**src/rtl/dev_desc_pkg.sv**
```systemverilog
// Constants shared by the device descriptor source.
package dev_desc_pkg;
    // =========================================================================
    // Descriptor layout
    // =========================================================================
    localparam logic [4:0] DESC_LEN          = 5'h12;
    localparam logic [7:0] TYPE_DEVICE       = 8'h01;
    localparam logic [7:0] TYPE_QUALIFIER    = 8'h06;
    localparam logic [4:0] OFS_LENGTH        = 5'h00;
    localparam logic [4:0] OFS_TYPE          = 5'h01;
    localparam logic [4:0] OFS_VERSION_LO    = 5'h02;
    localparam logic [4:0] OFS_VERSION_HI    = 5'h03;
    localparam logic [4:0] OFS_CLASS         = 5'h04;
    localparam logic [4:0] OFS_SUBCLASS      = 5'h05;
    localparam logic [4:0] OFS_PROTOCOL      = 5'h06;
    localparam logic [4:0] OFS_MAX_PACKET0   = 5'h07;
    localparam logic [4:0] OFS_NUM_CONFIGS   = 5'h11;
    localparam logic [4:0] OFS_LAST          = 5'h11;
    // =========================================================================
    // Field values
    // =========================================================================
    localparam logic [15:0] VERSION_2_0      = 16'h0200;
    localparam logic [7:0]  CLASS_PER_IFACE  = 8'h00;
    localparam logic [7:0]  CLASS_VENDOR     = 8'hFF;
    localparam logic [7:0]  SUBCLASS_NONE    = 8'h00;
    localparam logic [7:0]  PACKET_HS        = 8'h40;
    localparam logic [7:0]  PACKET_8         = 8'h08;
    localparam logic [7:0]  PACKET_16        = 8'h10;
    localparam logic [7:0]  PACKET_32        = 8'h20;
    // Arbitrary neutral identity values.
    localparam logic [15:0] VENDOR_ID        = 16'h1234;
    localparam logic [15:0] PRODUCT_ID       = 16'h5678;
    localparam logic [15:0] DEVICE_RELEASE   = 16'h0100;

    typedef enum logic [1:0] {SPEED_LOW, SPEED_FULL, SPEED_HIGH} speed_t;
endpackage

```
**src/rtl/desc_rom.sv**
```systemverilog
// Byte memory holding the fixed descriptor bytes and muxing in the input fields, read data registered.
`timescale 1ns/100ps
module desc_rom (
    input  wire logic       clk,
    input  wire logic [4:0] addr,
    input  wire logic [7:0] class_code,
    input  wire logic [7:0] subclass_code,
    input  wire logic [7:0] protocol_code,
    input  wire logic [7:0] max_packet0,
    input  wire logic [7:0] num_configs,
    output logic      [7:0] rd_data
);
    logic [7:0] byte_next;

    always_comb begin
        case (addr)
            dev_desc_pkg::OFS_LENGTH:      byte_next = {3'h0, dev_desc_pkg::DESC_LEN};
            dev_desc_pkg::OFS_TYPE:        byte_next = dev_desc_pkg::TYPE_DEVICE;
            dev_desc_pkg::OFS_VERSION_LO:  byte_next = dev_desc_pkg::VERSION_2_0[7:0];
            dev_desc_pkg::OFS_VERSION_HI:  byte_next = dev_desc_pkg::VERSION_2_0[15:8];
            dev_desc_pkg::OFS_CLASS:       byte_next = class_code;
            dev_desc_pkg::OFS_SUBCLASS:    byte_next = subclass_code;
            dev_desc_pkg::OFS_PROTOCOL:    byte_next = protocol_code;
            dev_desc_pkg::OFS_MAX_PACKET0: byte_next = max_packet0;
            5'h08:                         byte_next = dev_desc_pkg::VENDOR_ID[7:0];
            5'h09:                         byte_next = dev_desc_pkg::VENDOR_ID[15:8];
            5'h0A:                         byte_next = dev_desc_pkg::PRODUCT_ID[7:0];
            5'h0B:                         byte_next = dev_desc_pkg::PRODUCT_ID[15:8];
            5'h0C:                         byte_next = dev_desc_pkg::DEVICE_RELEASE[7:0];
            5'h0D:                         byte_next = dev_desc_pkg::DEVICE_RELEASE[15:8];
            dev_desc_pkg::OFS_NUM_CONFIGS: byte_next = num_configs;
            default:                       byte_next = 8'h00;
        endcase
    end

    always_ff @(posedge clk) begin
        rd_data <= byte_next;
    end
endmodule

```
**src/rtl/device_descriptor_source.sv**
```systemverilog
// Device descriptor source: streams the single device descriptor on request.
// How it works
// One descriptor image serves the whole device and all its configurations.
// Qualifier requests are flagged for the request logic when speeds differ.
// The version field always reads 0200H.
// Non-high-speed devices refuse qualifier requests with a request error.
// Version is BCD 0xJJMN: major, minor, sub-minor digits.
// Configuration count is the one for the current operating speed.
// At high speed the endpoint-zero packet size is forced to 64.
// Endpoint-zero packet size lives only in this descriptor.
// No endpoint-zero descriptor is produced by this block.
// Offset 0 is length 18, offset 1 is the device type.
// Version sits at offsets 2 and 3, low byte first.
// Class at offset 4; zero means interfaces declare their own class.
// Class 1 to FEH governs the aggregate interfaces.
// Class FFH marks a vendor-specific device.
// Subclass at offset 5, forced to zero when class is zero.
// Subclass passes unchanged for any nonzero class, not only FFH.
// Packet size at offset 7, restricted to 8, 16, 32 or 64.
// Configuration count is the last byte, offset 17.
// Bytes leave in ascending offset order starting with the length.
`timescale 1ns/100ps
module device_descriptor_source (
    input  wire logic       clk,
    input  wire logic       reset_n,
    input  wire logic [1:0] speed,
    input  wire logic       qualifier_differs,
    input  wire logic [7:0] class_code,
    input  wire logic [7:0] subclass_code,
    input  wire logic [7:0] protocol_code,
    input  wire logic [7:0] packet_size_fs,
    input  wire logic [7:0] configs_hs,
    input  wire logic [7:0] configs_fs,
    input  wire logic       req_valid,
    input  wire logic [7:0] req_type,
    input  wire logic [4:0] req_length,
    output logic            req_ready,
    output logic            req_error,
    output logic            qualifier_needed,
    output logic            data_valid,
    output logic [7:0]      data_byte,
    output logic            data_last,
    input  wire logic       data_ready
);
    // =========================================================================
    // Field preparation
    // =========================================================================
    typedef enum {IDLE, FETCH, SEND} state_t;

    state_t     state_reg;
    logic [4:0] addr_reg;
    logic [4:0] limit_reg;
    logic       error_reg;
    logic [7:0] num_configs_reg;
    logic       high_speed;
    logic [7:0] class_fix;
    logic [7:0] subclass_fix;
    logic [7:0] packet_fix;
    logic [7:0] rom_byte;
    logic       accept;

    assign high_speed = (speed == 2'(dev_desc_pkg::SPEED_HIGH));
    assign accept     = req_valid && req_ready;
    assign req_ready  = (state_reg == IDLE);

    // Configuration count follows the current speed only.
    always_ff @(posedge clk) begin
        if (!reset_n) begin
            num_configs_reg <= 8'h00;
        end else begin
            num_configs_reg <= high_speed ? configs_hs : configs_fs;
        end
    end

    field_check u_check (
        .clk          (clk),
        .reset_n      (reset_n),
        .class_in     (class_code),
        .subclass_in  (subclass_code),
        .packet_in    (packet_size_fs),
        .high_speed   (high_speed),
        .class_out    (class_fix),
        .subclass_out (subclass_fix),
        .packet_out   (packet_fix)
    );

    // One shared image serves every configuration.
    desc_rom u_rom (
        .clk           (clk),
        .addr          (addr_reg),
        .class_code    (class_fix),
        .subclass_code (subclass_fix),
        .protocol_code (protocol_code),
        .max_packet0   (packet_fix),
        .num_configs   (num_configs_reg),
        .rd_data       (rom_byte)
    );

    // =========================================================================
    // Request handling
    // =========================================================================
    // A qualifier request from a high-speed device is left to the request
    // logic; this block only raises the flag and sends nothing.
    assign qualifier_needed = high_speed && qualifier_differs;

    always_ff @(posedge clk) begin
        if (!reset_n) begin
            error_reg <= 1'b0;
        end else begin
            error_reg <= accept && (req_type != dev_desc_pkg::TYPE_DEVICE) &&
                         !(req_type == dev_desc_pkg::TYPE_QUALIFIER && high_speed);
        end
    end
    assign req_error = error_reg;

    // =========================================================================
    // Byte streaming
    // =========================================================================
    // The memory read costs one cycle, so every byte passes through FETCH.
    always_ff @(posedge clk) begin
        if (!reset_n) begin
            state_reg <= IDLE;
            addr_reg  <= dev_desc_pkg::OFS_LENGTH;
            limit_reg <= dev_desc_pkg::OFS_LAST;
        end else begin
            case (state_reg)
                IDLE: begin
                    if (accept && req_type == dev_desc_pkg::TYPE_DEVICE && req_length != 5'h00) begin
                        state_reg <= FETCH;
                        addr_reg  <= dev_desc_pkg::OFS_LENGTH;
                        limit_reg <= (req_length > dev_desc_pkg::DESC_LEN) ?
                                     dev_desc_pkg::OFS_LAST : 5'(req_length - 5'h01);
                    end
                end
                FETCH: begin
                    state_reg <= SEND;
                end
                SEND: begin
                    if (data_ready) begin
                        if (addr_reg == limit_reg) begin
                            state_reg <= IDLE;
                        end else begin
                            addr_reg  <= 5'(addr_reg + 5'h01);
                            state_reg <= FETCH;
                        end
                    end
                end
                default: begin
                    state_reg <= IDLE;
                end
            endcase
        end
    end

    assign data_valid = (state_reg == SEND);
    assign data_last  = (state_reg == SEND) && (addr_reg == limit_reg);
    assign data_byte  = rom_byte;

    // =========================================================================
    // Checks
    // =========================================================================
    first_length_a: assert property (@(posedge clk) disable iff (!reset_n)
        $rose(data_valid) && addr_reg == 5'h00 |-> data_byte == 8'h12)
        else $error("first byte is not the length");
    type_byte_a: assert property (@(posedge clk) disable iff (!reset_n)
        data_valid && addr_reg == 5'h01 |-> data_byte == 8'h01)
        else $error("type byte wrong");
    version_low_a: assert property (@(posedge clk) disable iff (!reset_n)
        data_valid && addr_reg == 5'h02 |-> data_byte == 8'h00)
        else $error("version low byte wrong");
    version_high_a: assert property (@(posedge clk) disable iff (!reset_n)
        data_valid && addr_reg == 5'h03 |-> data_byte == 8'h02)
        else $error("version high byte wrong");
    hs_packet_a: assert property (@(posedge clk) disable iff (!reset_n)
        data_valid && addr_reg == 5'h07 && $stable(speed) && high_speed |-> data_byte == 8'h40)
        else $error("high speed packet size not 64");
    legal_packet_a: assert property (@(posedge clk) disable iff (!reset_n)
        data_valid && addr_reg == 5'h07 |->
        data_byte inside {8'h08, 8'h10, 8'h20, 8'h40})
        else $error("illegal packet size");
    zero_subclass_a: assert property (@(posedge clk) disable iff (!reset_n)
        class_fix == 8'h00 |-> subclass_fix == 8'h00)
        else $error("subclass nonzero with zero class");
    ascending_order_a: assert property (@(posedge clk) disable iff (!reset_n)
        data_valid && data_ready && !data_last |=> ##1 data_valid && addr_reg == $past(addr_reg, 2) + 5'h01)
        else $error("bytes out of order");
    qual_error_a: assert property (@(posedge clk) disable iff (!reset_n)
        accept && req_type == 8'h06 && !high_speed |=> req_error)
        else $error("qualifier not refused");
    // The count register lags its inputs by one edge, so it is only compared once
    // the inputs have held for a cycle outside reset.
    configs_a: assert property (@(posedge clk) disable iff (!reset_n)
        $past(reset_n) && $stable(speed) && $stable(configs_hs) && $stable(configs_fs) |->
        num_configs_reg == (high_speed ? configs_hs : configs_fs))
        else $error("config count not for current speed");
    device_no_error_a: assert property (@(posedge clk) disable iff (!reset_n)
        accept && req_type == 8'h01 |=> !req_error)
        else $error("device request refused");
    hs_qual_silent_a: assert property (@(posedge clk) disable iff (!reset_n)
        accept && req_type == 8'h06 && high_speed |=> !req_error && req_ready)
        else $error("high speed qualifier request not left to request logic");
    start_at_length_a: assert property (@(posedge clk) disable iff (!reset_n)
        accept && req_type == 8'h01 && req_length != 5'h00 |=> ##1 data_valid && data_byte == 8'h12)
        else $error("descriptor does not start with the length");
    sub_on_wire_a: assert property (@(posedge clk) disable iff (!reset_n)
        data_valid && addr_reg == 5'h05 && class_fix == 8'h00 |-> data_byte == 8'h00)
        else $error("subclass byte nonzero with zero class");
    last_configs_a: assert property (@(posedge clk) disable iff (!reset_n)
        data_valid && addr_reg == 5'h11 |-> data_last && data_byte == (high_speed ? configs_hs : configs_fs))
        else $error("last byte is not the configuration count");

    full_read_c: cover property (@(posedge clk) data_last && addr_reg == 5'h11);
    short_read_c: cover property (@(posedge clk) data_last && addr_reg == 5'h07);
    qual_refuse_c: cover property (@(posedge clk) req_error);
    stall_c: cover property (@(posedge clk) data_valid && !data_ready);
    hs_read_c: cover property (@(posedge clk) data_last && high_speed && addr_reg == 5'h11);
endmodule

```
**src/rtl/field_check.sv**
```systemverilog
// Registers the class unchanged and legalises the subclass and endpoint-zero packet size fields.
`timescale 1ns/100ps
module field_check (
    input  wire logic       clk,
    input  wire logic       reset_n,
    input  wire logic [7:0] class_in,
    input  wire logic [7:0] subclass_in,
    input  wire logic [7:0] packet_in,
    input  wire logic       high_speed,
    output logic      [7:0] class_out,
    output logic      [7:0] subclass_out,
    output logic      [7:0] packet_out
);
    function automatic logic packet_legal(input logic [7:0] p);
        packet_legal = (p == dev_desc_pkg::PACKET_8) || (p == dev_desc_pkg::PACKET_16) ||
                       (p == dev_desc_pkg::PACKET_32) || (p == dev_desc_pkg::PACKET_HS);
    endfunction

    always_ff @(posedge clk) begin
        if (!reset_n) begin
            class_out    <= dev_desc_pkg::CLASS_PER_IFACE;
            subclass_out <= dev_desc_pkg::SUBCLASS_NONE;
            packet_out   <= dev_desc_pkg::PACKET_HS;
        end else begin
            class_out <= class_in;
            // A zero class forces a zero subclass; assigned codes pass unchanged.
            if (class_in == dev_desc_pkg::CLASS_PER_IFACE) begin
                subclass_out <= dev_desc_pkg::SUBCLASS_NONE;
            end else begin
                subclass_out <= subclass_in;
            end
            // High speed only allows 64; an illegal size falls back to 8.
            if (high_speed) begin
                packet_out <= dev_desc_pkg::PACKET_HS;
            end else if (packet_legal(packet_in)) begin
                packet_out <= packet_in;
            end else begin
                packet_out <= dev_desc_pkg::PACKET_8;
            end
        end
    end
endmodule

```
**config.mk**
```make
export PLATFORM = sky130hd
export DESIGN_NAME = device_descriptor_source
export DESIGN_NICKNAME = d
export VERILOG_FILES = /design/src/rtl/dev_desc_pkg.sv /design/src/rtl/desc_rom.sv /design/src/rtl/device_descriptor_source.sv /design/src/rtl/field_check.sv
export SDC_FILE = /design/constraint.sdc
export NUM_CORES = 1
export LEC_CHECK = 0
export BUFFER_PORTS_ARGS = -buffer_cell sky130_fd_sc_hd__buf_4
export CORE_MARGIN = 2
export CORE_UTILIZATION = 50
export DETAILED_ROUTE_END_ITERATION = 6
export PLACE_DENSITY_LB_ADDON = 0.2
export SYNTH_ARGS = -nofsm -noshare
export SYNTH_HDL_FRONTEND = slang
export SYNTH_HIERARCHICAL = 1
export SYNTH_SLANG_ARGS = --single-unit
```
**constraint.sdc**
```tcl
create_clock -name clk -period 3.1 [get_ports clk]
set_input_delay 0.155 -clock clk [delete_from_list [all_inputs] [get_ports clk]]
set_output_delay 0.155 -clock clk [all_outputs]
set_load 0.01 [all_outputs]
```
Word-level counts from Yosys, hierarchy flattened
Index checks and enable logic that the tools add are counted.
{"block": "op_classes", "n_addsub": 2, "shift": 0, "div": 0, "eq_ne": 27, "n_reduce_logical": 26, "bitwise_logic": 2, "n_lt_le_gt_ge": 1, "multipliers": 0, "muxes": 12}
{"cell": "32-bit case mux with 3 select lines", "n": 1}
{"cell": "8-bit case mux with 11 select lines", "n": 1}
{"cell": "32-bit logical NOT", "n": 2}
{"cell": "32-bit 2-to-1 mux", "n": 2}
{"cell": "32-bit by 1-bit equality test with 1-bit output (second input constant)", "n": 1}
{"cell": "32-bit by 2-bit equality test with 1-bit output (second input constant)", "n": 1}
{"cell": "32-bit by 3-bit equality test with 1-bit output (second input constant)", "n": 1}
{"cell": "5-bit by 4-bit equality test with 1-bit output (second input constant)", "n": 5}
{"cell": "5-bit by 3-bit equality test with 1-bit output (second input constant)", "n": 4}
{"cell": "5-bit 2-to-1 mux", "n": 4}
{"cell": "5-bit case mux with 2 select lines", "n": 1}
{"cell": "8-bit by 1-bit equality test with 1-bit output (second input constant)", "n": 1}
{"cell": "8-bit by 3-bit equality test with 1-bit output (second input constant)", "n": 1}
{"cell": "8-bit by 4-bit equality test with 1-bit output (second input constant)", "n": 1}
{"cell": "8-bit by 5-bit equality test with 1-bit output (second input constant)", "n": 1}
{"cell": "8-bit by 6-bit equality test with 1-bit output (second input constant)", "n": 1}
{"cell": "8-bit by 7-bit equality test with 1-bit output (second input constant)", "n": 1}
{"cell": "1-bit logical AND", "n": 8}
{"cell": "8-bit logical NOT", "n": 1}
{"cell": "8-bit 2-to-1 mux", "n": 1}
{"cell": "8-bit by 1-bit != test with 1-bit output (second input constant)", "n": 1}
{"cell": "2-bit OR reduction", "n": 4}
{"cell": "7-bit 2-to-1 mux", "n": 1}
{"cell": "2-bit != test (second input constant)", "n": 3}
{"cell": "18 further kinds", "n": 22}
{"block": "word_totals", "ramBits": 0, "elab_cells": 80, "n_memories": 0, "latchBits": 0, "rom_bits": 0, "output_inout_bits": 13, "ff_bits": 83}

Logic depth before layout (Yosys ltp)
{"block": "depth", "ltp_word": 6, "ltp_mapped": 6}

Cells and area by module
Netlist, hierarchy kept.
{"mod": "device_descriptor_source", "cells_per_inst": 126, "seq_area_each_um2": 420.4, "area_per_inst_um2": 1079.8, "instances": 1}
{"mod": "field_check", "cells_per_inst": 58, "seq_area_each_um2": 480.5, "area_per_inst_um2": 706.9, "instances": 1}
{"mod": "desc_rom", "cells_per_inst": 73, "seq_area_each_um2": 160.2, "area_per_inst_um2": 600.6, "instances": 1}

Least setup slack after synthesis
No wires, ideal clock.
{"block": "synth_path", "path_type": "reg2reg", "startpoint": "register addr_reg[1]", "endpoint": "register addr_reg[1]", "path_stages_with_launch": 6, "arrival_ns": 1.434, "setup_slack_ns": 1.549, "period_less_slack_ns": 1.551, "n_path_buf": 0, "path_cell_list": "dfxtp_1 > xor2_1 > nor2_1 > a41oi_1 > nor2b_1 > a32o_1"}
{"block": "synth_via", "elab_chain_len": 4, "elab_cells_between_ends": 7}
{"item": "start, declared", "line": "device_descriptor_source.sv:51", "source": "logic [4:0] addr_reg;"}
{"item": "start signal, assigned", "line": "device_descriptor_source.sv:123", "source": "addr_reg <= dev_desc_pkg::OFS_LENGTH;"}
{"item": "start signal, assigned", "line": "device_descriptor_source.sv:130", "source": "addr_reg <= dev_desc_pkg::OFS_LENGTH;"}
{"item": "start signal, assigned", "line": "device_descriptor_source.sv:143", "source": "addr_reg <= 5'(addr_reg + 5'h01);"}
{"item": "5-bit by 1-bit adder with 5-bit output", "line": "device_descriptor_source.sv:143"}
{"item": "5-bit 2-to-1 mux", "line": "device_descriptor_source.sv:140", "source": "if (addr_reg == limit_reg) begin"}
{"item": "5-bit 2-to-1 mux", "line": "device_descriptor_source.sv:139", "source": "if (data_ready) begin"}
{"item": "5-bit case mux with 2 select lines", "line": "device_descriptor_source.sv:126", "source": "case (state_reg)"}
Several ways; a longest one is shown, not always the timed one. The select of a mux whose other input is x is not followed.
A chain may end at the register's enable or synchronous reset.

Worst setup path in the final report
{"block": "layout_path", "startpoint": "register addr_reg[0]", "endpoint": "output port data_last"}
{"block": "layout_via", "elab_chain_len": 2}
{"item": "5-bit equality test", "line": "device_descriptor_source.sv:156", "source": "assign data_last = (state_reg == SEND) && (addr_reg == limit_reg);"}
{"item": "1-bit logical AND", "line": "device_descriptor_source.sv:156"}
{"item": "end, declared", "line": "device_descriptor_source.sv:42", "source": "output logic data_last,"}
No other way between the ends.

==> results.sh <==
export IMPL_status="completed"
export IMPL_arrival_ns=1.72
export IMPL_yosys_cell_types_count=56
export IMPL_min_path_cells=2
export IMPL_critical_path_required_ns=2.94
export IMPL_end_kind="output pin"
export IMPL_fin_crit_sh_pct=60.36
export IMPL_fp_dieW_um=73.10
export IMPL_vias=2087
export IMPL_path_buf_inv=1
export IMPL_synth_adder_area_share_pct=2.096
export IMPL_crit_family="flip-flops"
export IMPL_r2r_start="addr_reg[0]"
export IMPL_rsz0062_at_grt="false"
export IMPL_ir_drop_mv=0.2210
export IMPL_clk_path_buf_depth=2
export IMPL_setup_tns_ns=0
export IMPL_muxShareOfSynthArea_pct=1.677
export IMPL_pin_count=81
export IMPL_cts_buffers=5
export IMPL_syn_avg_cell_area_sq_um=9.289
export IMPL_core_area_sq_um=4661
export IMPL_grt_usage_pct=21.08
export IMPL_drc_errors=0
export IMPL_final_common_cell="buf_4"
export IMPL_grt_pass1_vias=1996
export IMPL_seq_area_frac_synth_pct=44.44
export IMPL_final_cell_mix="buf_4, dfxtp_1, nand2_1, and2_1, a22oi_1"
export IMPL_areaGrowthSynthToFinish_pct=30.50
export IMPL_grt_overflow=0
export IMPL_wl_mm=5.234
export IMPL_crit_fanout=18
export IMPL_io_buffers=80
export IMPL_fin_crit_ns=1.871
export IMPL_cp_slowest_cell="dfxtp_1"
export IMPL_cp_start_kind="register"
export IMPL_leakage_nw=1.344
export IMPL_max_freq_ghz=0.5344
export IMPL_first_pass_iters=4
export IMPL_avgViaCountPerCell=5.297
export IMPL_synth_top_family_by_area="simple AND/OR/NAND/NOR gates"
export IMPL_fin_skew_ns=0.008711
export IMPL_grt_pass1_wl_mm=8.645
export IMPL_rrSetupSlack_ns=1.23
export IMPL_drt_iter0_drc=80
export IMPL_crit_chain="xor2_1 -> nor2_1 -> nand4_1 -> nor2_1 -> buf_4"
export IMPL_ys_flop_type="dfxtp_1"
export IMPL_nNetsFinal=411
export IMPL_cts_reportedPaths_clkPinSlew_ns=0.09
export IMPL_setup_viol=0
export IMPL_avgRoutedWirePerCell_um=13.28
export IMPL_cts_repair_resize_count=0
export IMPL_p_per_area_nw_per_um2=390.3
export IMPL_cpPeakStageDelay_ns=0.69
export IMPL_drv_slew=0
export IMPL_placed_area_sq_um=3028
export IMPL_grt_max_degree=36
export IMPL_syn_cell_area_sq_um=2387
export IMPL_cts_setup_buffers=0
export IMPL_timing_max_cap_violations=0
export IMPL_dieHeight_um=73.10
export IMPL_rows=25
export IMPL_hold_path_class="in2reg"
export IMPL_hold_path_startpoint="subclass_code[3]"
export IMPL_dieArea_sq_um=5344
export IMPL_cts_max_level=2
export IMPL_rr_worst_depth=5
export IMPL_worst_pin_slew_ns=0.5693
export IMPL_drive_gt1_share_pct=29.71
export IMPL_root_buffer="clkbuf_8"
export IMPL_cpMostUsedCell="nor2_1"
export IMPL_ys_ff_latch=53
export IMPL_synth_compound_area_share_pct=18.03
export IMPL_synthSimpleGateAreaFrac_pct=27.99
export IMPL_yosys_area_share_xor_xnor_pct=2.568
export IMPL_critical_path_class="reg2out"
export IMPL_antenna_cells=0
export IMPL_synth_edff_count=0
export IMPL_slew_headroom_pct=62.00
export IMPL_clock_sinks=53
export IMPL_start_util_pct=51.22
export IMPL_routabilityCongestion=0.7975
export IMPL_design_area_sq_um=3115
export IMPL_yosys_warnings=6
export IMPL_ant_nets=0
export IMPL_holdPathEnd="u_check/subclass_out[3]"
export IMPL_clk_latency_ns=0.30
export IMPL_cts_hold_buf=0
export IMPL_antenna_found_initial=0
export IMPL_dp_hpwl_mm=4.058
export IMPL_synth_cells=257
export IMPL_timing_final_hold_violations=0
export IMPL_postSynth_asyncResetShare_pct=0
export IMPL_r2r_end="addr_reg[1]"
export IMPL_cts_tree="done"
-- power breakdown --
part	internal (mW)	total (mW)	switching, mW	leakage, nW
logic	0.0794	0.128	0.0481	0.870
registers	0.704	0.711	0.00693	0.436
clock network	0.159	0.378	0.219	0.0374
-- logic make-up after synthesis --
family | count (synthesis)
AO/OA/AOI/OAI | 57
flip-flops | 53
AND/OR/NAND/NOR | 114
adder cells (fa/ha/maj) | 4
multiplexers | 4
other | 1
buffers and inverters | 17
XOR/XNOR | 7
-- per-layer routing --
| metal | part of all wire (%) | vias to the layer above | global-route usage, % | routed length [um] |
|---|---|---|---|---|
| met4 | 1.5 | 0 | 7.407 | 76 |
| met1 | 45 | 950 | 25.69 | 2373 |
| li1 | - | 1071 | - | - |
| met5 | 0 | - | 0 | 0 |
| met2 | 48 | 59 | 36.34 | 2529 |
| met3 | 4.9 | 7 | 4.696 | 255 |
-- synth_stat cells (all sizes together), types with 5 or more instances --
master	count	area (sq um)
xnor2	5	43.79
nand3	5	25.02
nor2	12	60.06
and2	19	118.9
inv	8	30.03
o211ai	5	37.54
o21ai	6	30.03
nor2b	9	56.30
nand2	28	105.1
a22oi	15	112.6
nor4	5	50.05
nand2b	11	68.82
a21boi	12	93.83
nor3	7	51.30
nand4	5	31.28
dfxtp	53	1061
-- metrics by stage --
stage | cells | util, % | power (mW) | hold slack [ns] | worst slack (ns)
after floorplan | 260 | - | 0.7688 | 0.2310 | 1.549
after global placement | 386 | 64.97 | 0.8540 | 0.3585 | 1.313
after detailed placement | 386 | 64.97 | 0.8554 | 0.3605 | 1.271
after CTS | 394 | 66.85 | 1.230 | 0.03320 | 1.226
after global routing | 394 | 66.85 | 1.272 | 0.03291 | 1.065
final | 394 | 66.85 | 1.216 | 0.04159 | 1.229
-- final cells by class --
cell class                 instances  area [sq um]
tap                               54         67.56
timing repair buffer              80         600.6
multi-input combinational        190          1265
clock buffer                       6         72.57
fill                             416          1545
inverter                           9         33.78
clock inverter                     2         15.01
sequential                        53          1061
-- worst max-delay path by stage --
stage,from,to,slack (ns),depth (start not counted)
finish,addr_reg[0],data_last,1.23,5
global route,addr_reg[0],data_last,1.07,5
CTS,addr_reg[0],data_last,1.23,5
detailed placement,addr_reg[0],addr_reg[1],1.27,5
global placement,addr_reg[0],addr_reg[1],1.31,5
floorplan,addr_reg[1],addr_reg[1],1.55,5
No activity file was read; power rests on OpenSTA's default activity.
